<file path="config.mk">
export PLATFORM = sky130hd
export DESIGN_NAME = bkt_buck_two_regs
export DESIGN_NICKNAME = d
export VERILOG_FILES = /design/src/rtl/bkt_field.v /design/src/rtl/bkt_buck_two_regs.v
export VERILOG_INCLUDE_DIRS = /design/src /design/src/pkg
export SDC_FILE = /design/constraint.sdc
export NUM_CORES = 1
export LEC_CHECK = 0
export BUFFER_PORTS_ARGS = -buffer_cell sky130_fd_sc_hd__buf_2
export CAP_MARGIN = 10
export CORE_AREA = 2 2 93 73
export DETAILED_ROUTE_END_ITERATION = 16
export DIE_AREA = 0 0 95 75
export SYNTH_ARGS = -nofsm -noshare
export SYNTH_HDL_FRONTEND = slang
export SYNTH_SLANG_ARGS = --single-unit
</file>
<file path="constraint.sdc">
create_clock -name I_SYS_CLK -period 1.7 [get_ports I_SYS_CLK]
set_clock_uncertainty 0.05 [all_clocks]
set_input_delay 0.34 -clock I_SYS_CLK [delete_from_list [all_inputs] [get_ports I_SYS_CLK]]
set_output_delay 0.34 -clock I_SYS_CLK [all_outputs]
set_load 0.1 [all_outputs]
</file>
<file path="src/pkg/bkt_defs.vh">
`ifndef BKT_DEFS_VH
`define BKT_DEFS_VH

// Register addresses on the control interface
`define BKT_ADDR_RUN_SP 8'h35
`define BKT_ADDR_STBY_SP 8'h36
`define BKT_ADDR_SLEEP_SP 8'h37
`define BKT_ADDR_MODE 8'h38
`define BKT_ADDR_TUNE 8'h39

// Set point field layout
`define BKT_SP_CODE_MSB 5
`define BKT_SP_CODE_LSB 0
`define BKT_SP_RANGE_BIT 6
`define BKT_SP_RESET 6'h00

// Mode register layout
`define BKT_MODE_SEL_MSB 3
`define BKT_MODE_SEL_LSB 0
`define BKT_MODE_SLEEP_BIT 5
`define BKT_MODE_SEL_RESET 4'h0
`define BKT_MODE_SLEEP_OFF 1'b0
`define BKT_MODE_SLEEP_PFM 1'b1

// Tuning register layout
`define BKT_TUNE_ILIM_BIT 0
`define BKT_TUNE_SPARE_BIT 1
`define BKT_TUNE_FREQ_MSB 3
`define BKT_TUNE_FREQ_LSB 2
`define BKT_TUNE_PHASE_MSB 5
`define BKT_TUNE_PHASE_LSB 4
`define BKT_TUNE_RAMP_MSB 7
`define BKT_TUNE_RAMP_LSB 6
`define BKT_TUNE_RESET 8'h00

// Power state encoding, one-hot
`define BKT_PST_RUN 3'h1
`define BKT_PST_STBY 3'h2
`define BKT_PST_SLEEP 3'h4

`endif

</file>
<file path="src/rtl/bkt_field.v">
`timescale 1ns/1ps
// One writable register field with reset value and write strobe
module bkt_field #(
	parameter WIDTH = 6,
	parameter [WIDTH-1:0] RESET_VAL = {WIDTH{1'b0}}
) (
	input wire i_clk,
	input wire i_rst_b,
	input wire i_we,
	input wire [WIDTH-1:0] i_wdata,
	output reg [WIDTH-1:0] o_q
);

	// Field storage, loaded only on its own strobe
	always @(posedge i_clk or negedge i_rst_b) begin
		if (!i_rst_b) begin
			o_q <= RESET_VAL;
		end else if (i_we) begin
			o_q <= i_wdata;
		end
	end

endmodule // bkt_field

</file>
<file path="src/rtl/bkt_buck_two_regs.v">
// Operation
// - Host reaches all registers over control interface
// - 0x35 bits 5:0 run set point, reset zero
// - 0x35 bit 6 range, test-load only
// - 0x36 bits 5:0 standby set point
// - 0x36 bit 6 mirrors range bit
// - 0x37 bits 5:0 sleep set point
// - 0x37 bit 6 copies range bit
// - 0x38 bits 3:0 switching mode select
// - 0x38 bit 5 sleep off or PFM
// - 0x39 bit 0 current limit select
// - 0x39 bits 3:2 switching frequency
// - 0x39 bits 5:4 phase clock select
// - 0x39 bits 7:6 voltage ramp speed
`timescale 1ns/1ps
`include "bkt_defs.vh"
module bkt_buck_two_regs (
	input wire I_SYS_CLK,
	input wire I_RST_B,
	input wire i_reg_wr,
	input wire i_reg_rd,
	input wire [7:0] i_reg_addr,
	input wire [7:0] i_reg_wdata,
	output reg [7:0] o_reg_rdata,
	output reg o_reg_rd_hit,
	input wire i_test_cfg_we,
	input wire i_test_cfg_range,
	input wire i_pwr_standby,
	input wire i_pwr_sleep,
	output reg [5:0] o_active_setpoint,
	output reg o_voltage_range,
	output reg o_regulator_on,
	output reg o_sleep_pfm,
	output wire [3:0] o_switching_mode_select,
	output wire o_current_limit_select,
	output wire [1:0] o_switch_frequency_select,
	output wire [1:0] o_phase_clock_select,
	output wire [1:0] o_voltage_ramp_speed
);

	// Decoded write strobes, one per register
	wire we_run = i_reg_wr && (i_reg_addr == `BKT_ADDR_RUN_SP);
	wire we_stby = i_reg_wr && (i_reg_addr == `BKT_ADDR_STBY_SP);
	wire we_sleep = i_reg_wr && (i_reg_addr == `BKT_ADDR_SLEEP_SP);
	wire we_mode = i_reg_wr && (i_reg_addr == `BKT_ADDR_MODE);
	wire we_tune = i_reg_wr && (i_reg_addr == `BKT_ADDR_TUNE);

	// Stored fields
	wire [5:0] run_sp_q;
	wire [5:0] stby_sp_q;
	wire [5:0] sleep_sp_q;
	wire [4:0] mode_q; // Bit 4 is the sleep state select, 3:0 mode
	wire [7:0] tune_q;
	reg range_q; // Voltage range, shared by all three set points

	// Run set point code
	bkt_field #(.WIDTH(6), .RESET_VAL(`BKT_SP_RESET)) u_run (
		.i_clk(I_SYS_CLK),
		.i_rst_b(I_RST_B),
		.i_we(we_run),
		.i_wdata(i_reg_wdata[`BKT_SP_CODE_MSB:`BKT_SP_CODE_LSB]),
		.o_q(run_sp_q)
	);

	// Standby set point code
	bkt_field #(.WIDTH(6), .RESET_VAL(`BKT_SP_RESET)) u_stby (
		.i_clk(I_SYS_CLK),
		.i_rst_b(I_RST_B),
		.i_we(we_stby),
		.i_wdata(i_reg_wdata[`BKT_SP_CODE_MSB:`BKT_SP_CODE_LSB]),
		.o_q(stby_sp_q)
	);

	// Sleep set point code
	bkt_field #(.WIDTH(6), .RESET_VAL(`BKT_SP_RESET)) u_sleep (
		.i_clk(I_SYS_CLK),
		.i_rst_b(I_RST_B),
		.i_we(we_sleep),
		.i_wdata(i_reg_wdata[`BKT_SP_CODE_MSB:`BKT_SP_CODE_LSB]),
		.o_q(sleep_sp_q)
	);

	// Mode select and sleep behaviour packed; bit 4 of the pack is bus bit 5
	bkt_field #(.WIDTH(5), .RESET_VAL({`BKT_MODE_SLEEP_OFF, `BKT_MODE_SEL_RESET})) u_mode (
		.i_clk(I_SYS_CLK),
		.i_rst_b(I_RST_B),
		.i_we(we_mode),
		.i_wdata({i_reg_wdata[`BKT_MODE_SLEEP_BIT],
			i_reg_wdata[`BKT_MODE_SEL_MSB:`BKT_MODE_SEL_LSB]}),
		.o_q(mode_q)
	);

	// Tuning register, all eight bits writable including the spare bit
	bkt_field #(.WIDTH(8), .RESET_VAL(`BKT_TUNE_RESET)) u_tune (
		.i_clk(I_SYS_CLK),
		.i_rst_b(I_RST_B),
		.i_we(we_tune),
		.i_wdata(i_reg_wdata),
		.o_q(tune_q)
	);

	// Range bit: the host cannot write it; only the test load path can
	always @(posedge I_SYS_CLK or negedge I_RST_B) begin
		if (!I_RST_B) begin
			range_q <= 1'b0;
		end else if (i_test_cfg_we) begin
			range_q <= i_test_cfg_range;
		end
	end

	// Field outputs straight from storage
	assign o_switching_mode_select = mode_q[3:0];
	assign o_current_limit_select = tune_q[`BKT_TUNE_ILIM_BIT];
	assign o_switch_frequency_select = tune_q[`BKT_TUNE_FREQ_MSB:`BKT_TUNE_FREQ_LSB];
	assign o_phase_clock_select = tune_q[`BKT_TUNE_PHASE_MSB:`BKT_TUNE_PHASE_LSB];
	assign o_voltage_ramp_speed = tune_q[`BKT_TUNE_RAMP_MSB:`BKT_TUNE_RAMP_LSB];

	// Power state; sleep outranks standby when both are asserted
	wire [2:0] pstate = i_pwr_sleep ? `BKT_PST_SLEEP :
		(i_pwr_standby ? `BKT_PST_STBY : `BKT_PST_RUN);

	// Select the set point for the present power state, registered so the
	// analog side never sees a glitch between codes
	always @(posedge I_SYS_CLK or negedge I_RST_B) begin
		if (!I_RST_B) begin
			o_active_setpoint <= `BKT_SP_RESET;
			o_voltage_range <= 1'b0;
			o_regulator_on <= 1'b1;
			o_sleep_pfm <= 1'b0;
		end else begin
			o_voltage_range <= range_q;
			case (pstate)
				`BKT_PST_RUN: begin
					o_active_setpoint <= run_sp_q;
					o_regulator_on <= 1'b1;
					o_sleep_pfm <= 1'b0;
				end
				`BKT_PST_STBY: begin
					o_active_setpoint <= stby_sp_q;
					o_regulator_on <= 1'b1;
					o_sleep_pfm <= 1'b0;
				end
				`BKT_PST_SLEEP: begin
					o_active_setpoint <= sleep_sp_q;
					o_regulator_on <= mode_q[4];
					o_sleep_pfm <= mode_q[4];
				end
				default: begin
					o_active_setpoint <= run_sp_q;
					o_regulator_on <= 1'b1;
					o_sleep_pfm <= 1'b0;
				end
			endcase
		end
	end

	// Read data, registered one cycle after the strobe; unused bits zero, except the spare bit of 0x39, which reads back as written
	always @(posedge I_SYS_CLK or negedge I_RST_B) begin
		if (!I_RST_B) begin
			o_reg_rdata <= 8'h00;
			o_reg_rd_hit <= 1'b0;
		end else if (i_reg_rd) begin
			o_reg_rd_hit <= 1'b1;
			case (i_reg_addr)
				`BKT_ADDR_RUN_SP: o_reg_rdata <= {1'b0, range_q, run_sp_q};
				`BKT_ADDR_STBY_SP: o_reg_rdata <= {1'b0, range_q, stby_sp_q};
				`BKT_ADDR_SLEEP_SP: o_reg_rdata <= {1'b0, range_q, sleep_sp_q};
				`BKT_ADDR_MODE: o_reg_rdata <= {2'b00, mode_q[4], 1'b0, mode_q[3:0]};
				`BKT_ADDR_TUNE: o_reg_rdata <= tune_q;
				default: begin
					o_reg_rdata <= 8'h00; // Foreign address: not ours
					o_reg_rd_hit <= 1'b0;
				end
			endcase
		end else begin
			o_reg_rd_hit <= 1'b0;
		end
	end

endmodule // bkt_buck_two_regs

</file>
# --- Yosys cells after proc, flatten, opt, wreduce, memory -nomap -nowiden ---
# Cells that the tools add are included.
classes:
  n_mux: 8
  reduce_logical: 6
  eq_ne: 7
ops:
  columns: ["cell", "n"]
  rows:
  - ["$eq 8x6->1 const B", 5]
  - ["$pmux 8 s5", 1]
  - ["$pmux 6 s2", 1]
  - ["$logic_and 1x1->1", 5]
  - ["$reduce_or 5->1", 1]
  - ["$mux 1", 4]
  - ["$eq 3x2->1 const B", 1]
  - ["$eq 3x3->1 const B", 1]
  - ["$mux 3", 1]
  - ["$mux 2", 1]
word_totals:
  reg_bits: 50
  out_inout_bits: 29
  wordCells: 33
  input_bits: 24

# --- Longest topological paths before layout ---
logic_depth:
  depth_word: 4
  depth_mapped: 6
  depth_no_buf: 4

# --- Hierarchy ---
# From an unflattened synthesis, not the netlist that was laid out.
unflattened:
  hier_cells: 176
  area_unflattened_um2: 2393.5
by_module_without_submodules:
  columns: ["mod", "n_inst", "cells_each", "area_each_um2", "seq_area_each_um2"]
  rows:
  - ["bkt_buck_two_regs", 1, 110, 1126.1, 476.7]
  - ["bkt_field at u_run ...", 3, 13, 251.5, 150.1]
  - ["bkt_field at u_tune", 1, 17, 331.6, 200.2]
  - ["bkt_field at u_mode", 1, 10, 181.4, 125.1]

# --- Worst setup path after synthesis ---
# OpenSTA, ideal clock, no wires.
synth_path:
  path_type: "input port to flip-flop"
  start: "input i_reg_addr[0]"
  end: "register u_tune.o_q[0]"
  setup_ps: 126
  setup_slack_ps: 124
  arrival_ps: 1400
  required_ps: 1524
  path_stages: 5
  n_path_buf: 1
  path_cell_list: "buf_4 -> and2b_2 -> and2_1 -> nand2_2 -> mux2_2"
synth_via:
  elab_chain_cells: 2
synth_lines:
  columns: ["element", "line", "rtl"]
  rows:
  - ["from (decl)", "bkt_buck_two_regs.v:22", "input wire [7:0] i_reg_addr,"]
  - ["$eq 8x6->1", null, null]
  - ["$logic_and 1x1->1", "bkt_buck_two_regs.v:46", "wire we_tune = i_reg_wr && (i_reg_addr == `BKT_ADDR_TUNE);"]
  - ["to (signal assigned)", "bkt_field.v:19", "o_q <= i_wdata;"]
  - ["to (decl)", "bkt_field.v:11", "output reg [WIDTH-1:0] o_q"]
# No other way between the ends.
# A chain may end at the register's enable or synchronous reset.

# --- Worst setup path after layout ---
layout_path:
  start: "register o_regulator_on"
  end: "output o_regulator_on"
layout_lines:
  columns: ["element", "line", "rtl"]
  rows:
  - ["from (decl)", "bkt_buck_two_regs.v:32", "output reg o_regulator_on,"]
  - ["from (signal assigned)", "bkt_buck_two_regs.v:145", "o_regulator_on <= mode_q[4];"]
# No word-level cell between the ends.

==> flow_summary.toml <==
[clock_tree]
clkSlewWorstSetupHoldPaths_ns = 0.10
tritoncts = "built"
root_buffer = "clkbuf_8"
numClockSinks = 50
clockBufferDepth = 2
cts_setup_buffers = 0
htreeDepth = 2
clk_latency_ns = 0.30
ctsResizeCount = 0
cts_buffers = 5

[power]
power.density_nw_per_um2 = 875.3
power.leakage_uw = 0.001557
ir_worst_vdd_mv = 0.3719

[die]
rows = 25
die_w_um = 95
die_area_um2 = 7125
start_util_pct = 39.01
io_pins = 53
core_um2 = 6162
die_height_um = 75

[worst_setup_path]
worstPathCellList = "buf_2"
crit_type = "flip-flop to primary output"
required_ns = 1.31
start_kind = "flip-flop"
arrival_ns = 1.23
crit_path_end_kind = "primary output"
path_buf_inv = 1
cp_top_family = "flip-flops"
max_stage_delay_ns = 0.52
cp_max_fo = 1
cp_slowest_cell = "dfstp_2"

[run]
maxCapViolations = 0

[logic_synthesis]
syn_area_um2 = 2404
syn-num-nets = 205
synth-edff-count = 0
synth_seq_cells = 50
synth_cell_types = 36
synth_ff_type = "dfrtp_1"
synth_top_area_share_pct = 51.02
yosys.area.top_type = "dfrtp_1"
seq_area_frac_synth_pct = 52.11
syn_area_per_cell_um2 = 13.28
yosysWarnings = 0
syn_inst = 181
async_flop_share_pct = 100.0
yosys-top-cells-area = "dfrtp_1 51%, mux2_4 11%, mux2_2 8.4%, mux2i_1 5.0%, buf_4 3.4%"

[global_route]
antenna_found_initial = 0
grt-ovfl-total = 0
grt_pass1_vias = 1528
track_usage_pct = 15.77
grt_max_degree = 26
grt_first_pass_wirelength_mm = 8.328

[finish]
diodes = 0
final_layout_size_suffix_gt1_share_pct = 48.74
instances_no_fill = 319
area_growth_pct = 20.25
nets = 261
stdcell_area_um2 = 2890
post-route-util_pct = 46.90

[detailed_routing]
avgRoutedWirePerCell_um = 15.86
route.detailed.drc = 0
dr.pass1.iters = 4
route.final.wire_length_mm = 5.060
drt-initial-drc-count = 81
via_count = 1552
via_per_inst = 4.865
antenna_left = 0

[placement]
hpwl_mm = 3.867
gp_congestion = 0.7901
dpl-instance-area_um2 = 2770
portBuffers = 52
dp.cells = 310

[timing]
finalSetupViolCount = 0
drv_slew = 0
worst_pin_slew_ns = 0.5251
post-route-min-period_ns = 1.619
relSlewSlack_pct = 64.99
finalHoldViolations = 0
max_freq_ghz = 0.6177
finalCritPeriodShare_pct = 95.22
grt_setup_unrepaired = "no"

[outcome]
status = "finished, final reports clean"

[min_path]
hp-class = "input pin to flip-flop"
## cell usage after synthesis (all sizes together) (2+ instances only)
| library cell | number |
|---|---|
| a21oi | 3 |
| a222oi | 2 |
| a22o | 3 |
| and2 | 3 |
| and2b | 2 |
| buf | 14 |
| clkbuf | 4 |
| dfrtp | 49 |
| inv | 9 |
| mux2 | 35 |
| mux2i | 12 |
| nand2 | 10 |
| nand3 | 2 |
| nand3b | 2 |
| o21ai | 8 |
| o22ai | 10 |
## registers in the layout (all words and copies together) (netlist names), 5 cells and up
name,flops
o_active_setpoint,6
o_reg_rdata,8
u_sleep.o_q,6
u_mode.o_q,5
u_run.o_q,6
u_tune.o_q,8
u_stby.o_q,6
## path summary, 6_finish.rpt
path | from | to | slack (ns) | cells after the start
worst max-delay path | o_regulator_on$_DFF_PN1_ | o_regulator_on | 0.08 | 1
worst min-delay path | i_reg_wdata[7] | u_tune.o_q[7]$_DFFE_PN0P_ | 0.21 | 2
worst max register to register | u_stby.o_q[0]$_DFFE_PN0P_ | o_reg_rdata[0]$_DFFE_PN0P_ | 0.40 | 3
worst min register to register | range_q$_DFFE_PN0P_ | o_voltage_range$_DFF_PN0_ | 0.39 | 0
max in group asynchronous | I_RST_B | u_run.o_q[0]$_DFFE_PN0P_ | 0.58 | 3
min in group asynchronous | I_RST_B | o_active_setpoint[4]$_DFF_PN0_ | 0.49 | 2
## worst reg2reg max path, stage by stage, from the launching register on
cell	delay (ns)
dfrtp_1	0.41
mux2_2	0.27
a222oi_1	0.32
o22ai_1	0.11
## area by class of cell
type	count	area (µm²)
clock buffer	6	72.57
multi-input combinational	104	992.2
fill	558	3272
timing repair buffer	67	400.4
tap	81	101.3
inverter	9	33.78
clock inverter	2	37.54
sequential	50	1252
## where the power goes
| group | internal (µW) | switching (µW) | total [µW] |
|---|---|---|---|
| sequential | 1240 | 34.5 | 1270 |
| combinational | 128 | 299 | 427 |
| clock | 439 | 391 | 830 |
| total | 1810 | 724 | 2530 |
## what timing repair did
action / CTS / global route
hold buffers: 1 / 0
endpoints found under the setup margin: 0 / 0
hold endpoints to repair: 18 / 0
## through the flow
stage / hold slack [ns] / TNS [ns] / total power (µW) / setup WS [ns]
finish: 0.2106 / 0 / 2530 / 0.08119
CTS: 0.2000 / 0 / 2563 / 0.06987
global placement: 0.2892 / -0.3359 / 1722 / -0.04368
global route: 0.2032 / 0 / 2636 / 0.04879
floorplan: -0.005591 / 0 / 1607 / 0.1239
detailed placement: 0.2951 / -0.3341 / 1726 / -0.04002
## layer usage
layer	vias to the layer above	global-route usage, %	wire (µm)
met5	-	0	0
met4	0	3.865	45
met2	36	22.77	2226
met3	5	3.604	213
met1	763	24.04	2574
li1	748	-	-
## logic make-up (layout without fill, tap and decap cells)
kind of cell | Yosys count | count (layout) | share of synthesized area (%)
compound gates | 30 | 30 | 8.069
buf+inv | 27 | 84 | 6.611
flops | 50 | 50 | 52.11
mux | 47 | 47 | 24.05
simple gates | 27 | 27 | 9.163
## cell usage in the layout, fill, tap and decap left out, types with 2 or more instances in the layout
cell type,n
a21oi_1,3
buf_2,52
mux2_2,18
a22o_1,3
buf_4,12
o21ai_0,8
nand3_4,2
buf_12,2
a222oi_1,2
inv_1,9
o22ai_1,10
dfrtp_1,49
and2_1,3
mux2i_1,12
clkbuf_8,5
nand2_1,8
mux2_4,17
Power figures use the tool's default switching activity.
